**config.mk**
```make
export PLATFORM = sky130hd
export DESIGN_NAME = pab_device_flat
export DESIGN_NICKNAME = d
export VERILOG_FILES = /design/src/core/pab_pkg.sv /design/src/core/pab_link_if.sv /design/src/core/pab_device.sv /design/src/flat_wrapper.sv
export SDC_FILE = /design/constraint.sdc
export NUM_CORES = 1
export LEC_CHECK = 0
export ABC_AREA = 1
export ABC_CLOCK_PERIOD_IN_PS = 7900
export BUFFER_PORTS_ARGS = -buffer_cell sky130_fd_sc_hd__buf_2
export CAP_MARGIN = 20
export CELL_PAD_IN_SITES_DETAIL_PLACEMENT = 1
export CELL_PAD_IN_SITES_GLOBAL_PLACEMENT = 1
export CORE_MARGIN = 5
export CORE_UTILIZATION = 44
export DETAILED_ROUTE_END_ITERATION = 8
export PLACE_DENSITY_LB_ADDON = 0.1
export SYNTH_ARGS = -nofsm -noshare
export SYNTH_HDL_FRONTEND = slang
export SYNTH_SLANG_ARGS = --single-unit
```
**constraint.sdc**
```tcl
create_clock -name sys_clk -period 7.9 [get_ports sys_clk]
set_clock_uncertainty 0.15 [all_clocks]
set_input_delay 0.395 -clock sys_clk [delete_from_list [all_inputs] [get_ports sys_clk]]
set_output_delay 0.395 -clock sys_clk [all_outputs]
set_load 0.02 [all_outputs]
```
**src/core/pab_pkg.sv**
```systemverilog
package pab_pkg;
   // Flush/memory request pair encodings {flush_n, claim_n}
   localparam logic [1:0] PAB_PAIR_IDLE    = 2'h3;
   localparam logic [1:0] PAB_PAIR_FLUSH   = 2'h1;
   localparam logic [1:0] PAB_PAIR_RESVD   = 2'h2;
   localparam logic [1:0] PAB_PAIR_GAT     = 2'h0;
   // Delay from reset release to parking the bus, in PCI clocks (2 to 5)
   localparam int         PAB_PARK_DELAY   = 3;
   localparam logic [2:0] PAB_PARK_CNT_RST = 3'h0;
   // Number of initiators served by the internal arbiter (cpu + 0..3)
   localparam int         PAB_NUM_INIT     = 5;
   localparam logic [2:0] PAB_LAST_RST     = 3'h0;
   // Index of each requester in the request vector
   localparam int         PAB_IDX_CPU      = 0;
   localparam int         PAB_IDX_INIT0    = 1;
   localparam int         PAB_IDX_INIT1    = 2;
   localparam int         PAB_IDX_INIT2    = 3;
   localparam int         PAB_IDX_INIT3    = 4;
   // Arbitration schemes
   typedef enum logic {PAB_SCHEME_FIXED, PAB_SCHEME_ROTATE} pab_scheme_type;
endpackage : pab_pkg

```
**src/core/pab_link_if.sv**
```systemverilog
`timescale 1ns/100ps
// Pins between the arbiter device and the host bridge / initiators.
// Open pins carry input, output and output enable (enable low = driving).
interface pab_link_if (
   input wire logic sys_clk,                    // PCI clock
   input wire logic rst                         // Bus reset, active high
);
   logic cpu_bus_request_n;                     // Strap at reset, then cpu request
   logic initiator0_request_n;                  // Request 0 or bridge grant in
   logic initiator1_request_n;                  // Request 1
   logic initiator2_request_n;                  // Request 2
   logic initiator3_request_n;                  // Request 3
   logic cpu_bus_grant_n;                       // Cpu grant, output value
   logic cpu_bus_grant_oe_n;                    // Cpu grant enable
   logic initiator0_grant_n;                    // Grant 0 or bridge request out
   logic initiator0_grant_oe_n;                 // Enable
   logic initiator1_grant_n;                    // Grant 1 or resume
   logic initiator1_grant_oe_n;                 // Enable
   logic initiator2_grant_n;                    // Grant 2
   logic initiator3_grant_n;                    // Grant 3
   logic buffer_flush_request_n;                // Flush request
   logic buffer_flush_request_oe_n;             // Enable
   logic main_memory_claim_n;                   // Memory request
   logic main_memory_claim_oe_n;                // Enable
   logic memory_handshake_ack_n;                // Memory acknowledge
   logic park_drive_oe_n;                       // Byte enables and parity driven low

   modport device (
      input  sys_clk, rst, cpu_bus_request_n, initiator0_request_n,
             initiator1_request_n, initiator2_request_n, initiator3_request_n,
             memory_handshake_ack_n,
      output cpu_bus_grant_n, cpu_bus_grant_oe_n, initiator0_grant_n,
             initiator0_grant_oe_n, initiator1_grant_n, initiator1_grant_oe_n,
             initiator2_grant_n, initiator3_grant_n, buffer_flush_request_n,
             buffer_flush_request_oe_n, main_memory_claim_n, main_memory_claim_oe_n,
             park_drive_oe_n
   );
   modport bridge (
      input  sys_clk, rst, cpu_bus_grant_n, cpu_bus_grant_oe_n, initiator0_grant_n,
             initiator0_grant_oe_n, initiator1_grant_n, initiator1_grant_oe_n,
             initiator2_grant_n, initiator3_grant_n, buffer_flush_request_n,
             buffer_flush_request_oe_n, main_memory_claim_n, main_memory_claim_oe_n,
             park_drive_oe_n,
      output cpu_bus_request_n, initiator0_request_n, initiator1_request_n,
             initiator2_request_n, initiator3_request_n, memory_handshake_ack_n
   );
endinterface : pab_link_if

```
**src/core/pab_device.sv**
```systemverilog
`timescale 1ns/100ps
module pab_device (
   pab_link_if.device                link,                 // Pins to bridge and initiators
   input  wire logic                 arbiter_scheme,       // 1 rotating, 0 fixed
   input  wire logic                 guaranteed_access_mode, // Gat mode select
   input  wire logic                 isa_bus_request,      // Isa master or dma wants bus
   output logic                      isa_bus_grant,        // Isa bus granted
   input  wire logic                 own_bus_need,         // Device needs pci bus
   input  wire logic                 resume_event,         // Retry condition cleared, pulse
   input  wire logic                 pci_bus_idle,         // Pci bus idle
   output logic                      arbiter_enabled,      // Strap result
   output logic                      bridge_granted        // External arbiter grant seen
);
   import pab_pkg::*;

   typedef enum logic [1:0] {PAB_HS_IDLE, PAB_HS_WAIT, PAB_HS_GRANT} pab_hs_type;

   typedef struct packed {
      logic [1:0]              req_s1;        // Synchroniser stage 1: ack, bridge grant
      logic [1:0]              req_s2;        // Stage 2
      logic [PAB_NUM_INIT-1:0] reqv_s1;       // Requests, stage 1
      logic [PAB_NUM_INIT-1:0] reqv_s2;       // Requests, stage 2
      logic                    enabled;       // Strap value
      logic                    driven;        // Outputs driven after reset
      logic [2:0]              park_cnt;      // Park delay counter
      logic                    park_ok;       // Park delay done
      logic [PAB_NUM_INIT-1:0] grant;         // One-hot grant
      logic [2:0]              last;          // Last granted, for rotation
      pab_hs_type              hs;            // Flush handshake state
      logic [1:0]              pair;          // {flush_n, claim_n}
      logic                    resume;        // Resume pulse registered, delayed one clock
   } pab_dev_type;

   pab_dev_type cur;
   pab_dev_type next_cur;
   logic        ack;
   logic [PAB_NUM_INIT-1:0] reqs;
   logic [PAB_NUM_INIT-1:0] pick;
   logic [2:0]  idx;

   assign ack  = ~cur.req_s2[1];
   // Requests honoured only with arbiter enabled
   assign reqs = cur.enabled ? ~cur.reqv_s2 : '0;

   // Choose one requester: fixed from index 0, or rotate after last winner
   always_comb begin
      pick = '0;
      idx  = 3'h0;
      for (int k = 0; k < PAB_NUM_INIT; k++) begin
         if (arbiter_scheme == PAB_SCHEME_ROTATE) begin
            idx = 3'((int'(cur.last) + 1 + k) % PAB_NUM_INIT);
         end else begin
            idx = 3'(k);
         end
         if (pick == '0 && reqs[idx]) begin
            pick[idx] = 1'b1;
         end
      end
   end

   // Next-state logic
   always_comb begin
      next_cur = cur;
      next_cur.req_s1  = {link.memory_handshake_ack_n, link.initiator0_request_n};
      next_cur.req_s2  = cur.req_s1;
      next_cur.reqv_s1 = {link.initiator3_request_n, link.initiator2_request_n,
                          link.initiator1_request_n, link.initiator0_request_n,
                          link.cpu_bus_request_n};
      next_cur.reqv_s2 = cur.reqv_s1;
      next_cur.driven   = 1'b1;
      next_cur.resume   = resume_event;
      // Park delay after release
      if (cur.park_cnt != 3'(PAB_PARK_DELAY)) begin
         next_cur.park_cnt = cur.park_cnt + 3'h1;
      end else begin
         next_cur.park_ok = 1'b1;
      end
      // Hold grant while owner keeps requesting, else re-arbitrate
      if ((cur.grant & reqs) == '0 || !pci_bus_idle) begin
         if ((cur.grant & reqs) == '0) begin
            next_cur.grant = pick;
            for (int k = 0; k < PAB_NUM_INIT; k++) begin
               if (pick[k]) begin
                  next_cur.last = 3'(k);
               end
            end
         end
      end
      // Flush / memory request handshake ahead of isa grant
      case (cur.hs)
         PAB_HS_IDLE: begin
            next_cur.pair = PAB_PAIR_IDLE;
            if (isa_bus_request) begin
               next_cur.hs   = PAB_HS_WAIT;
               next_cur.pair = guaranteed_access_mode ? PAB_PAIR_GAT : PAB_PAIR_FLUSH;
            end
         end
         PAB_HS_WAIT: begin
            if (!isa_bus_request) begin
               next_cur.hs   = PAB_HS_IDLE;
               next_cur.pair = PAB_PAIR_IDLE;
            end else if (ack) begin
               next_cur.hs = PAB_HS_GRANT;
            end
         end
         PAB_HS_GRANT: begin
            if (!isa_bus_request) begin
               next_cur.hs   = PAB_HS_IDLE;
               next_cur.pair = PAB_PAIR_IDLE;
            end
         end
         default: begin
            next_cur.hs   = PAB_HS_IDLE;
            next_cur.pair = PAB_PAIR_IDLE;
         end
      endcase
      // Reset: the strap pin keeps running through its synchroniser, so the
      // last value seen before release fixes the mode until the next reset
      if (link.rst) begin
         next_cur          = '0;
         next_cur.hs       = PAB_HS_IDLE;
         next_cur.pair     = PAB_PAIR_IDLE;
         next_cur.req_s1   = 2'h3;
         next_cur.req_s2   = 2'h3;
         next_cur.reqv_s1  = {{(PAB_NUM_INIT-1){1'b1}}, link.cpu_bus_request_n};
         next_cur.reqv_s2  = {{(PAB_NUM_INIT-1){1'b1}}, cur.reqv_s1[0]};
         next_cur.enabled  = cur.reqv_s2[0];
         next_cur.park_cnt = PAB_PARK_CNT_RST;
         next_cur.last     = PAB_LAST_RST;
      end
   end

   // State register
   always_ff @(posedge link.sys_clk) begin
      cur <= next_cur;
   end

   // Shared pins: arbiter grants or bridge request/resume
   always_comb begin
      link.cpu_bus_grant_oe_n    = ~cur.driven;
      link.initiator0_grant_oe_n = ~cur.driven;
      link.initiator1_grant_oe_n = ~cur.driven;
      if (cur.enabled) begin
         link.cpu_bus_grant_n    = ~cur.grant[PAB_IDX_CPU];
         link.initiator0_grant_n = ~cur.grant[PAB_IDX_INIT0];
         link.initiator1_grant_n = ~cur.grant[PAB_IDX_INIT1];
      end else begin
         link.cpu_bus_grant_n    = 1'b1;
         link.initiator0_grant_n = ~own_bus_need;
         link.initiator1_grant_n = ~cur.resume;
      end
      link.initiator2_grant_n = ~(cur.enabled & cur.grant[PAB_IDX_INIT2]);
      link.initiator3_grant_n = ~(cur.enabled & cur.grant[PAB_IDX_INIT3]);
   end

   // Handshake pins float in reset, idle right after
   assign link.buffer_flush_request_oe_n = link.rst;
   assign link.main_memory_claim_oe_n    = link.rst;
   assign link.buffer_flush_request_n    = cur.pair[1];
   assign link.main_memory_claim_n       = cur.pair[0];
   // Park byte enables and parity while the arbiter is enabled and nobody holds the bus
   assign link.park_drive_oe_n = ~(cur.enabled & cur.park_ok & ~link.rst
                                   & (cur.grant == '0) & pci_bus_idle);
   assign isa_bus_grant   = (cur.hs == PAB_HS_GRANT);
   assign arbiter_enabled = cur.enabled;
   assign bridge_granted  = ~cur.enabled & ~cur.req_s2[0];
endmodule : pab_device

```
**src/flat_wrapper.sv**
```systemverilog
// flat-port wrapper written by rule: the top's interface ports become plain ports
module pab_device_flat import pab_pkg::*;
  (arbiter_scheme, guaranteed_access_mode, isa_bus_request, isa_bus_grant, own_bus_need, resume_event, pci_bus_idle, arbiter_enabled, bridge_granted, sys_clk, rst, link_cpu_bus_request_n, link_initiator0_request_n, link_initiator1_request_n, link_initiator2_request_n, link_initiator3_request_n, link_memory_handshake_ack_n, link_cpu_bus_grant_n, link_cpu_bus_grant_oe_n, link_initiator0_grant_n, link_initiator0_grant_oe_n, link_initiator1_grant_n, link_initiator1_grant_oe_n, link_initiator2_grant_n, link_initiator3_grant_n, link_buffer_flush_request_n, link_buffer_flush_request_oe_n, link_main_memory_claim_n, link_main_memory_claim_oe_n, link_park_drive_oe_n);
  pab_link_if link_i (.sys_clk(sys_clk), .rst(rst));
  input  wire logic arbiter_scheme;
  input  wire logic guaranteed_access_mode;
  input  wire logic isa_bus_request;
  output logic isa_bus_grant;
  input  wire logic own_bus_need;
  input  wire logic resume_event;
  input  wire logic pci_bus_idle;
  output logic arbiter_enabled;
  output logic bridge_granted;
  input wire logic sys_clk;
  input wire logic rst;
  input wire logic [$bits(link_i.cpu_bus_request_n)-1:0] link_cpu_bus_request_n;
  input wire logic [$bits(link_i.initiator0_request_n)-1:0] link_initiator0_request_n;
  input wire logic [$bits(link_i.initiator1_request_n)-1:0] link_initiator1_request_n;
  input wire logic [$bits(link_i.initiator2_request_n)-1:0] link_initiator2_request_n;
  input wire logic [$bits(link_i.initiator3_request_n)-1:0] link_initiator3_request_n;
  input wire logic [$bits(link_i.memory_handshake_ack_n)-1:0] link_memory_handshake_ack_n;
  output wire logic [$bits(link_i.cpu_bus_grant_n)-1:0] link_cpu_bus_grant_n;
  output wire logic [$bits(link_i.cpu_bus_grant_oe_n)-1:0] link_cpu_bus_grant_oe_n;
  output wire logic [$bits(link_i.initiator0_grant_n)-1:0] link_initiator0_grant_n;
  output wire logic [$bits(link_i.initiator0_grant_oe_n)-1:0] link_initiator0_grant_oe_n;
  output wire logic [$bits(link_i.initiator1_grant_n)-1:0] link_initiator1_grant_n;
  output wire logic [$bits(link_i.initiator1_grant_oe_n)-1:0] link_initiator1_grant_oe_n;
  output wire logic [$bits(link_i.initiator2_grant_n)-1:0] link_initiator2_grant_n;
  output wire logic [$bits(link_i.initiator3_grant_n)-1:0] link_initiator3_grant_n;
  output wire logic [$bits(link_i.buffer_flush_request_n)-1:0] link_buffer_flush_request_n;
  output wire logic [$bits(link_i.buffer_flush_request_oe_n)-1:0] link_buffer_flush_request_oe_n;
  output wire logic [$bits(link_i.main_memory_claim_n)-1:0] link_main_memory_claim_n;
  output wire logic [$bits(link_i.main_memory_claim_oe_n)-1:0] link_main_memory_claim_oe_n;
  output wire logic [$bits(link_i.park_drive_oe_n)-1:0] link_park_drive_oe_n;
  assign link_i.cpu_bus_request_n = link_cpu_bus_request_n;
  assign link_i.initiator0_request_n = link_initiator0_request_n;
  assign link_i.initiator1_request_n = link_initiator1_request_n;
  assign link_i.initiator2_request_n = link_initiator2_request_n;
  assign link_i.initiator3_request_n = link_initiator3_request_n;
  assign link_i.memory_handshake_ack_n = link_memory_handshake_ack_n;
  assign link_cpu_bus_grant_n = link_i.cpu_bus_grant_n;
  assign link_cpu_bus_grant_oe_n = link_i.cpu_bus_grant_oe_n;
  assign link_initiator0_grant_n = link_i.initiator0_grant_n;
  assign link_initiator0_grant_oe_n = link_i.initiator0_grant_oe_n;
  assign link_initiator1_grant_n = link_i.initiator1_grant_n;
  assign link_initiator1_grant_oe_n = link_i.initiator1_grant_oe_n;
  assign link_initiator2_grant_n = link_i.initiator2_grant_n;
  assign link_initiator3_grant_n = link_i.initiator3_grant_n;
  assign link_buffer_flush_request_n = link_i.buffer_flush_request_n;
  assign link_buffer_flush_request_oe_n = link_i.buffer_flush_request_oe_n;
  assign link_main_memory_claim_n = link_i.main_memory_claim_n;
  assign link_main_memory_claim_oe_n = link_i.main_memory_claim_oe_n;
  assign link_park_drive_oe_n = link_i.park_drive_oe_n;
  pab_device u_core (.link(link_i), .arbiter_scheme(arbiter_scheme), .guaranteed_access_mode(guaranteed_access_mode), .isa_bus_request(isa_bus_request), .isa_bus_grant(isa_bus_grant), .own_bus_need(own_bus_need), .resume_event(resume_event), .pci_bus_idle(pci_bus_idle), .arbiter_enabled(arbiter_enabled), .bridge_granted(bridge_granted));
endmodule
```
==> results of run 1 <==
## worst min-delay path by stage
stage                           start                      to  slack [ns]
6_report       link_cpu_bus_request_n  u_core.cur[24]$_DFF_P_        0.07
5_1_grt        link_cpu_bus_request_n  u_core.cur[24]$_DFF_P_        0.07
4_1_cts        link_cpu_bus_request_n  u_core.cur[24]$_DFF_P_        0.06
3_5_place_dp   u_core.cur[24]$_DFF_P_  u_core.cur[19]$_DFF_P_        0.17
3_3_place_gp   u_core.cur[24]$_DFF_P_  u_core.cur[19]$_DFF_P_        0.16
2_1_floorplan  u_core.cur[24]$_DFF_P_  u_core.cur[19]$_DFF_P_        0.16
## registers in the layout, indices dropped and copies added (netlist names)
| name | count |
|---|---|
| u_core.cur | 28 |
| u_core.arbiter_enabled | 1 |
| u_core.link.buffer_flush_request_n | 1 |
| u_core.link.main_memory_claim_n | 1 |
## where the power goes
part / internal [uW] / switching, uW
clock network: 79.4 / 55.5
logic: 350 / 736
registers: 180 / 23.0
## worst max-delay path: cells and delay by family (launching register included)
family | cells | cell delay, ns
AND/OR/NAND/NOR | 33 | 4.10
adder cells (fa/ha/maj) | 5 | 1.27
flip-flops | 1 | 0.56
buffers and inverters | 4 | 0.26
AO/OA/AOI/OAI | 2 | 0.25
XOR/XNOR | 1 | 0.11
## layer usage
layer | part of all wire [%] | global-route usage (%) | vias to the layer above
met3 | 3.0 | 1.43 | 11
met4 | 1.0 | 4.07 | 0
met1 | 45 | 25.7 | 1883
met2 | 51 | 38.4 | 58
li1 | - | - | 2025
met5 | 0 | 0 | -
## synth_stat cells (2+ instances only)
cell      instances  area [um2]
nand2_1         146         548
inv_1            92         345
nor2_1           65         244
ha_1             44         551
nand3_1          38         190
dfxtp_1          30         601
nand4_1          23         144
a21oi_1          18        90.1
o21ai_0          16        80.1
nor2_2           14        87.6
inv_2            12        45.0
or2_2            12        75.1
o21ai_1          11        55.1
xor2_1           11        96.3
clkbuf_1          8        30.0
o211ai_1          8        60.1
nand2_2           7        43.8
nand3_2           7        70.1
buf_4             5        37.5
nor3_1            5        25.0
o22ai_1           4        25.0
buf_2             3        15.0
nor2_4            3        33.8
o21ai_2           3        26.3
o21bai_2          3        33.8
a21o_1            2        15.0
a21oi_2           2        17.5
a31oi_1           2        12.5
clkinv_1          2        7.51
inv_4             2        12.5
nand3_4           2        35.0
nor4_1            2        12.5
or2_1             2        12.5
xnor2_1           2        17.5
## stage by stage
stage          power [uW]  hold WS (ns)
5_1_grt              1590        0.0685
3_5_place_dp         1290         0.174
3_3_place_gp         1240         0.162
6_report             1420        0.0695
4_1_cts              1440        0.0628
2_1_floorplan        1050         0.160
## cell families (layout without fill, tap and decap cells)
family,Yosys count,after routing,share of synthesized area (%)
and+or+nand+nor,332,332,40.9
AOI/OAI and AO/OA,76,76,12.3
xor gates and xnor gates,14,14,3.65
DFF,31,31,16.3
buffers and inverters,124,147,12.7
adders and majority gates,44,44,14.2
## area by class of cell
cell class | count | area share, %
inverters | 108 | 9.79
multi-input cells | 466 | 65.7
clock buffers | 8 | 2.39
repair buffers | 31 | 3.82
flip-flops and latches | 31 | 15.0
well taps | 108 | 3.22
==> metrics.yaml, run 1 <==
global_routing:
  grt_max_degree: 23
  grt_usage_pct: 20.5
  grt_pass1_vias: 4124
  gr-total-overflow: 0
  grt_pass1_wl_mm: 19.1
  antenna_found_initial: 0
clocking:
  cts_resized: 0
  ctsHtreeMaxLevel: 2
  hold_buffers: 0
  clockBufferDepth: 2
  insertion_delay_ns: 0.28
  clkTransAtPathRegs_ns: 0.06
  cts_sinks: 31
  numCtsBuffers: 5
  tritoncts: "done"
  cts-root-buf: "clkbuf_8"
  postCtsSetupRepairBufs: 0
worst_setup_path:
  r2r_start: "u_core.cur[5]$_SDFFE_PP0P_"
  critPathRequiredTime_ns: 7.91
  r2r-end: "u_core.cur[6]$_SDFFE_PP0P_"
  endpoint_kind: "flop"
  path_common_cell: "nand2_1"
  startpoint: "u_core.cur[5]$_SDFFE_PP0P_"
  path_class: "flop to flop"
  slowest_delay_ns: 0.56
  worstPathArrival_ns: 6.82
  worst-path-max-fanout: 9
  cp_slowest_cell: "dfxtp_1"
  crit_end: "u_core.cur[6]$_SDFFE_PP0P_"
  cp-start-kind: "flop"
  r2r_cells: 45
  rrSetupSlack_ns: 1.08
sta:
  timing.final.crit_share_pct: 86.3
  finalWorstSetupSlack_ns: 1.08
  finalSetupViolCount: 0
  tightest_slew_ns: 0.453
  fmax_mhz: 147
  tns_ns: 0
  max-slew-margin-rel_pct: 69.8
  final.min_clock_period_ns: 6.82
  hold_viol_final: 0
  rsz0062_at_grt: "no"
  slew_viol_final: 0
drt:
  drt-pass1-iter-count: 4
  via_count: 3977
  ant_nets: 0
  wirelength_mm: 10.9
  drt-initial-drc-count: 111
  drcViolationCount: 0
  detail_route.wl_per_cell_um: 14.5
  via_per_inst: 5.29
synth:
  yosysSeqAreaShare_pct: 16.3
  synth-edff-count: 1
  synth.lib_cells_used.distinct: 49
  ys_seq_elements: 31
  synth_async_sr_flop_share_pct: 0
  syn_nets: 679
  netlist_area_um2: 3880
  netlist_instances: 621
  synth.avg_cell_area_um2: 6.25
  yosysWarnings: 0
  synthFlopType: "dfxtp_1"
layout:
  multi_input_area_um2: 2760
  post-route-util_pct: 48.5
  n_antenna_cell: 0
  final_cell_mix: "nand2_1 (146), inv_1 (92), nor2_1 (65)"
  final_cells: 752
  regArea_um2: 631
  final_cell_area_um2: 4190
  nFillCells: 1221
  syn2layout_area_growth_pct: 8.06
  drive_gt1_share_pct: 17.1
  final_common_cell: "nand2_1"
  fin_nets: 701
floorplan:
  die_h_um: 104
  die-area_um2: 10800
  num_rows: 34
  placeableCoreArea_um2: 8640
  ioPinCount: 30
  fp.dieW_um: 104
  start_util_pct: 44.9
place:
  portBuffers: 29
  place_hpwl_mm: 9.11
  dp_worst_setup_slack_ns: 1.11
  dpl_cell_area_um2: 4090
  place.gp.congestion: 0.831
  placed_cells: 744
flow_run:
  drv_cap: 0
worst_hold_path:
  min_delay_path_depth: 1
  hold_path_class: "input pin to flop"
pwr:
  p_per_area_nw_per_um2: 340
  peakVddDrop_v: 0.000175
  cellLeakagePower_uw: 0.00224
outcome:
  outcome: "complete, no violations"
(Power assumes the default switching activity.)
==> inputs of run 2 (changes only) <==
--- a/config.mk
+++ b/config.mk
@@ -11,10 +11,10 @@
 export CAP_MARGIN = 20
 export CELL_PAD_IN_SITES_DETAIL_PLACEMENT = 1
 export CELL_PAD_IN_SITES_GLOBAL_PLACEMENT = 1
-export CORE_MARGIN = 5
 export CORE_UTILIZATION = 44
 export DETAILED_ROUTE_END_ITERATION = 8
 export PLACE_DENSITY_LB_ADDON = 0.1
 export SYNTH_ARGS = -nofsm -noshare
 export SYNTH_HDL_FRONTEND = slang
 export SYNTH_SLANG_ARGS = --single-unit
+export TNS_END_PERCENT = 5
==> run 2 against run 1 <==
Against the previous run: sequential share of layout area grew 0.072 points; clock power decreased by 13%; core utilization is 1.2 points higher; register-to-register slack improved by 0.12 ns; via count shrank 1.0%; largest power group unchanged; wire length is 1.2% lower; first-iteration DRC count is 30% lower; combinational power hardly changed; worst setup slack better by 0.12 ns.
==> metrics.yaml, run 2 (synthesis results as in run 1) <==
drt:
  drcViolationCount: 0  # unchanged
  drt-initial-drc-count: 78  # was 111
  detail_route.wl_per_cell_um: 14.4  # was 14.5 um
  wirelength_mm: 10.8  # was 10.9 mm
  ant_nets: 0  # unchanged
  via_count: 3937  # was 3977
  via_per_inst: 5.26  # was 5.29
  drt-pass1-iter-count: 4  # unchanged
sta:
  worst_hold_slack_ns: 0.0655  # was 0.0695 ns
  rsz0062_at_grt: "no"  # unchanged
  slew_viol_final: 0  # unchanged
  tightest_slew_ns: 0.472  # was 0.453 ns
  max-slew-margin-rel_pct: 68.4  # was 69.8%
  fmax_mhz: 149  # was 147 MHz
  hold_viol_final: 0  # unchanged
  timing.final.crit_share_pct: 84.8  # was 86.3%
  final.min_clock_period_ns: 6.70  # was 6.82 ns
  tns_ns: 0  # unchanged
  finalSetupViolCount: 0  # unchanged
global_routing:
  grt_usage_pct: 25.0  # was 20.5%
  grt_pass1_vias: 3976  # was 4124
  gr-total-overflow: 0  # unchanged
  grt_pass1_wl_mm: 18.2  # was 19.1 mm
  antenna_found_initial: 0  # unchanged
  grt_max_degree: 23  # unchanged
clocking:
  postCtsSetupRepairBufs: 0  # unchanged
  clkTransAtPathRegs_ns: 0.06  # about the same
  tritoncts: "done"  # unchanged
  cts_resized: 0  # unchanged
  hold_buffers: 0  # unchanged
  insertion_delay_ns: 0.27  # was 0.28 ns
  clockBufferDepth: 2  # unchanged
  cts_sinks: 31  # unchanged
  cts-root-buf: "clkbuf_8"  # unchanged
  numCtsBuffers: 5  # unchanged
  ctsHtreeMaxLevel: 2  # unchanged
place:
  place_hpwl_mm: 9.17  # was 9.11 mm
  dpl_cell_area_um2: 4090  # about the same
  placed_cells: 741  # was 744
  portBuffers: 29  # unchanged
  place.gp.congestion: 0.832  # was 0.831
worst_setup_path:
  cp_slowest_cell: "dfxtp_1"  # unchanged
  endpoint_kind: "flop"  # unchanged
  path_class: "flop to flop"  # unchanged
  worst-path-max-fanout: 9  # unchanged
  critPathRequiredTime_ns: 7.90  # was 7.91 ns
  worstPathArrival_ns: 6.70  # was 6.82 ns
  slowest_delay_ns: 0.51  # was 0.56 ns
  cp-start-kind: "flop"  # unchanged
  path_common_cell: "nand2_1"  # unchanged
layout:
  drive_gt1_share_pct: 17.2  # was 17.1%
  fin_nets: 701  # unchanged
  top_register: "u_core.cur"  # unchanged
  final_cell_mix: "nand2_1 (146), inv_1 (92), nor2_1 (65)"  # unchanged
  syn2layout_area_growth_pct: 7.55  # was 8.06%
  final_common_cell: "nand2_1"  # unchanged
  n_antenna_cell: 0  # unchanged
  final_cells: 749  # was 752
  largest_reg_flops: 28  # unchanged
  final_cell_area_um2: 4170  # was 4190 um2
floorplan:
  die_h_um: 95.9  # was 104 um
  die-area_um2: 9190  # was 10800 um2
  ioPinCount: 30  # unchanged
  start_util_pct: 46.3  # was 44.9%
  num_rows: 33  # was 34
  fp.dieW_um: 95.9  # was 104 um
  placeableCoreArea_um2: 8380  # was 8640 um2
pwr:
  cellLeakagePower_uw: 0.00223  # was 0.00224 uW
  p_per_area_nw_per_um2: 339  # was 340 nW/um2
  peakVddDrop_v: 0.000162  # was 0.000175 V
  p_total_uw: 1410  # was 1420 uW
worst_hold_path:
  hold_path_class: "input pin to flop"  # unchanged
flow_run:
  drv_cap: 0  # unchanged
outcome:
  outcome: "complete, no violations"  # unchanged
==> run 2: cell types whose count changed in the layout (fill, tap and decap cells not counted), sizes merged <==
cell and change:
clkinv +3, clkbuf -3
==> run 2: routing by layer <==
layer,GRT usage (%),wire length [um]
met1,31.2,5090
met2,46.6,5400
met3,2.21,203
met4,4.85,97
met5,0,0
==> run 2: critical path: cells and delay by family (launching register included) <==
| kind | cells | cell delay [ns] |
|---|---|---|
| AND/OR/NAND/NOR | 34 | 4.10 |
| adder cells (fa/ha/maj) | 5 | 1.23 |
| flip-flops | 1 | 0.51 |
| AO/OA/AOI/OAI | 2 | 0.26 |
| buffers and inverters | 3 | 0.19 |
| XOR/XNOR | 1 | 0.12 |
==> run 2: final timing paths <==
path	from	endpoint	slack, ns	depth (start not counted)
max reg2reg	u_core.cur[6]$_SDFFE_PP0P_	u_core.cur[6]$_SDFFE_PP0P_	1.20	45
min	link_cpu_bus_request_n	u_core.cur[24]$_DFF_P_	0.07	1
max	u_core.cur[6]$_SDFFE_PP0P_	u_core.cur[6]$_SDFFE_PP0P_	1.20	45
min reg2reg	u_core.cur[24]$_DFF_P_	u_core.cur[19]$_DFF_P_	0.20	0
==> run 2: layout make-up <==
type | count | area [um2]
Fill cell | 1182 | 4210
Multi-Input combinational cell | 466 | 2760
Sequential cell | 31 | 631
Inverter | 108 | 410
Timing Repair Buffer | 31 | 160
Tap cell | 105 | 131
Clock buffer | 5 | 68.8
Clock inverter | 3 | 15.0
==> run 2: report_power, final <==
group          total, uW  switching (uW)  internal [uW]  leakage, uW
clock                117            56.5           60.1    0.0000477
sequential           201            21.0            180     0.000258
combinational       1090             744            350      0.00193
total               1410             822            591      0.00223
==> run 2: per-stage QoR <==
stage          utilization [%]  setup slack, ns
2_1_floorplan                -             1.98
3_3_place_gp              48.8             1.45
3_5_place_dp              48.8             1.20
4_1_cts                   49.8             1.17
5_1_grt                   49.8            0.452
6_report                  49.8             1.20
==> inputs of run 3 (changes only) <==
--- a/config.mk
+++ b/config.mk
@@ -5,13 +5,13 @@
 export SDC_FILE = /design/constraint.sdc
 export NUM_CORES = 1
 export LEC_CHECK = 0
-export ABC_AREA = 1
-export ABC_CLOCK_PERIOD_IN_PS = 7900
+export ABC_AREA = 0
+export ABC_CLOCK_PERIOD_IN_PS = 5540
 export BUFFER_PORTS_ARGS = -buffer_cell sky130_fd_sc_hd__buf_2
 export CAP_MARGIN = 20
 export CELL_PAD_IN_SITES_DETAIL_PLACEMENT = 1
 export CELL_PAD_IN_SITES_GLOBAL_PLACEMENT = 1
-export CORE_UTILIZATION = 44
+export CORE_UTILIZATION = 42
 export DETAILED_ROUTE_END_ITERATION = 8
 export PLACE_DENSITY_LB_ADDON = 0.1
 export SYNTH_ARGS = -nofsm -noshare
==> constraint.sdc (replaced) <==
create_clock -name sys_clk -period 5.54 [get_ports sys_clk]
set_clock_uncertainty 0.15 [all_clocks]
set_input_delay 0.277 -clock sys_clk [delete_from_list [all_inputs] [get_ports sys_clk]]
set_output_delay 0.277 -clock sys_clk [all_outputs]
set_load 0.02 [all_outputs]
==> run 3 against run 2 <==
Against the previous run: the run now ends with setup timing left; sequential share of layout area decreased by 6.2 points; total power increased to 2.6 times the previous value; count of clock-buffer cells in the layout increased by 2; die area increased by 33%; synthesized cell count increased by 7.9%; cell area increased by 72%; global-route usage increased by 11 points; first-iteration DRC count increased to 6.1 times the previous value; critical endpoint unchanged; highest routed layer unchanged.
==> metrics.yaml, run 3 <==
outcome:
  outcome: "complete, but fails checks"  # was complete, no violations
  violations: "setup timing"
pwr:
  p_per_area_nw_per_um2: 517  # was 339 nW/um2
  p_total_uw: 3710  # was 1410 uW
  cellLeakagePower_uw: 0.00317  # was 0.00223 uW
  peakVddDrop_v: 0.000272  # was 0.000162 V
drt:
  drcViolationCount: 0  # unchanged
  ant_nets: 0  # unchanged
  detail_route.wl_per_cell_um: 22.6  # was 14.4 um
  via_count: 6435  # was 3937
  wirelength_mm: 22.7  # was 10.8 mm
  drt-pass1-iter-count: 5  # was 4
  via_per_inst: 6.40  # was 5.26
  drt-initial-drc-count: 474  # was 78
global_routing:
  grt_pass1_vias: 6875  # was 3976
  grt_usage_pct: 36.0  # was 25.0%
  grt_pass1_wl_mm: 35.6  # was 18.2 mm
  antenna_found_initial: 0  # unchanged
  gr-total-overflow: 0  # unchanged
  grt_max_degree: 34  # was 23
floorplan:
  num_rows: 39  # was 33
  die_h_um: 111  # was 95.9 um
  placeableCoreArea_um2: 11500  # was 8380 um2
  ioPinCount: 30  # unchanged
  start_util_pct: 43.2  # was 46.3%
  fp.dieW_um: 111  # was 95.9 um
  die-area_um2: 12200  # was 9190 um2
worst_setup_path:
  worstPathArrival_ns: 6.38  # was 6.70 ns
  r2r-end: "u_core.cur[6]$_SDFFE_PP0P_"  # unchanged
  path_class: "flop to flop"  # unchanged
  critPathRequiredTime_ns: 5.57  # was 7.90 ns
  cp-start-kind: "flop"  # unchanged
  r2r_start: "u_core.cur[6]$_SDFFE_PP0P_"  # unchanged
  endpoint_kind: "flop"  # unchanged
  path_common_cell: "buf_4"  # was nand2_1
  rrSetupSlack_ns: -0.81  # was 1.20 ns
  cp_slowest_cell: "dfxtp_4"  # was dfxtp_1
  slowest_delay_ns: 0.39  # was 0.51 ns
  worst-path-max-fanout: 5  # was 9
  r2r_cells: 31  # was 45
layout:
  top_register: "u_core.cur"  # unchanged
  n_antenna_cell: 0  # unchanged
  final_cell_area_um2: 7190  # was 4170 um2
  fin_nets: 920  # was 701
  syn2layout_area_growth_pct: 45.1  # was 7.55%
  largest_reg_flops: 28  # unchanged
  final_common_cell: "buf_4"  # was nand2_1
  final_cell_mix: "buf_4 (189), nor2_1 (61), nand2_1 (55)"  # was nand2_1 (146), inv_1 (92), nor2_1 (65)
  drive_gt1_share_pct: 40.7  # was 17.2%
sta:
  tightest_slew_ns: 0.910  # was 0.472 ns
  timing.final.crit_share_pct: 115  # was 84.8%
  final.min_clock_period_ns: 6.35  # was 6.70 ns
  hold_viol_final: 0  # unchanged
  fmax_mhz: 158  # was 149 MHz
  finalSetupViolCount: 8  # was 0
  finalWorstSetupSlack_ns: -0.807  # was 1.20 ns
  max-slew-margin-rel_pct: 38.8  # was 68.4%
  slew_viol_final: 0  # unchanged
  rsz0062_at_grt: "yes"  # was no
synth:
  yosys-top-cells-area: "dfxtp_1 (12%), ha_1 (11%), nor2_1 (4.8%)"  # was dfxtp_1 (15%), ha_1 (14%), nand2_1 (14%)
  yosysMostFrequentCell: "nor2_1"  # was nand2_1
  synth_async_sr_flop_share_pct: 0  # unchanged
  syn_nets: 728  # was 679
  yosysSeqAreaShare_pct: 12.7  # was 16.3%
  ys_seq_elements: 31  # unchanged
  synth_commonest_cells: "nor2_1 (64), nand2_1 (57), ha_1 (44)"  # was nand2_1 (146), inv_1 (92), nor2_1 (65)
  synth.lib_cells_used.distinct: 98  # was 49
  netlist_instances: 670  # was 621
  synthFlopType: "dfxtp_1"  # unchanged
  netlist_area_um2: 4950  # was 3880 um2
  synth-edff-count: 1  # unchanged
  synth_top_cell_area_share_pct: 12.1  # was 15.5%
  synth_top_cell_by_area: "dfxtp_1"  # unchanged
  synth.avg_cell_area_um2: 7.39  # was 6.25 um2
  yosysWarnings: 0  # unchanged
clocking:
  ctsHtreeMaxLevel: 2  # unchanged
  cts_sinks: 31  # unchanged
  clockBufferDepth: 2  # unchanged
  insertion_delay_ns: 0.29  # was 0.27 ns
  numCtsBuffers: 5  # unchanged
  clkTransAtPathRegs_ns: 0.06  # about the same
  tritoncts: "done"  # unchanged
  cts-root-buf: "clkbuf_16"  # was clkbuf_8
place:
  portBuffers: 29  # unchanged
  place_hpwl_mm: 15.1  # was 9.17 mm
  place.gp.congestion: 1.10  # was 0.832
  dpl_cell_area_um2: 6380  # was 4090 um2
worst_hold_path:
  worstHoldEndpoint: "u_core.cur[32]$_SDFF_PP1_"  # was u_core.cur[24]$_DFF_P_
  min_delay_path_depth: 2  # was 1
  hold_path_class: "input pin to flop"  # unchanged
  hp-start: "link_memory_handshake_ack_n"  # was link_cpu_bus_request_n
flow_run:
  drv_cap: 0  # unchanged
## run 3: per-stage QoR
stage	utilization, %	TNS, ns	setup WS, ns	std cells	hold WS (ns)
6_report	62.7	-5.72	-0.807	1006	0.0268
5_1_grt	62.7	-7.58	-1.01	1006	0.0373
4_1_cts	61.7	-3.41	-0.462	1004	0.0291
3_5_place_dp	55.7	-8.48	-1.15	957	0.165
3_3_place_gp	55.7	-6.59	-0.926	957	0.167
2_1_floorplan	-	-9.93	-1.31	670	0.155
## run 3: repair_timing
action	4_1_cts	5_1_grt
hold endpoints to repair	1	0
buffers inserted	38	2
pin swaps	41	7
setup endpoints to repair	8	8
resized for setup	49	17
hold buffers	1	0
## run 3: critical path: cells and delay by family (launching register included)
family / cells / cell delay [ns]
fa+ha+maj: 4 / 0.97
flops: 1 / 0.39
simple gates: 5 / 1.12
compound gates: 10 / 2.11
buf+inv: 12 / 1.50
## run 3: worst max-delay path by stage
stage | endpoint | slack, ns | start
final | u_core.cur[6]$_SDFFE_PP0P_ | -0.81 | u_core.cur[6]$_SDFFE_PP0P_
after global routing | u_core.cur[6]$_SDFFE_PP0P_ | -1.01 | u_core.cur[6]$_SDFFE_PP0P_
after CTS | u_core.cur[5]$_SDFFE_PP0P_ | -0.46 | u_core.cur[5]$_SDFFE_PP0P_
after detailed placement | u_core.cur[5]$_SDFFE_PP0P_ | -1.15 | u_core.cur[6]$_SDFFE_PP0P_
after global placement | u_core.cur[7]$_SDFFE_PP0P_ | -0.93 | u_core.cur[6]$_SDFFE_PP0P_
after floorplan | u_core.cur[10]$_SDFFE_PP0P_ | -1.31 | u_core.cur[5]$_SDFFE_PP0P_
## run 3: cell type report
cell class	count	area [um2]
Clock buffer	7	164
Timing Repair Buffer	222	1620
Sequential cell	31	639
Tap cell	143	179
Fill cell	1411	4280
Inverter	35	136
Clock inverter	1	5.00
Multi-Input combinational cell	567	4450
## run 3: routing by layer
layer	routed length (um)	vias to the layer above	part of all wire [%]	GRT usage, %
li1	-	2897	-	-
met1	8940	3145	39	40.8
met2	11200	282	49	64.2
met3	1260	111	5.5	4.83
met4	1310	0	5.8	20.5
met5	0	-	0	0
## run 3: cells by family (layout without fill, tap and decap cells)
family          Yosys count  after routing  share of synthesized area (%)
buf+inv                  72            265                           6.59
flops                    31             31                           12.7
mux                      17             17                           3.51
compound gates          207            207                           32.3
simple gates            280            280                           30.2
xor+xnor                 18             18                           3.33
fa+ha+maj                45             45                           11.3
## run 3: power by group
part / total, uW / switching, uW / internal, uW
sequential: 292 / 34.3 / 258
combinational: 3100 / 1660 / 1440
clock: 320 / 115 / 206
total: 3710 / 1810 / 1900
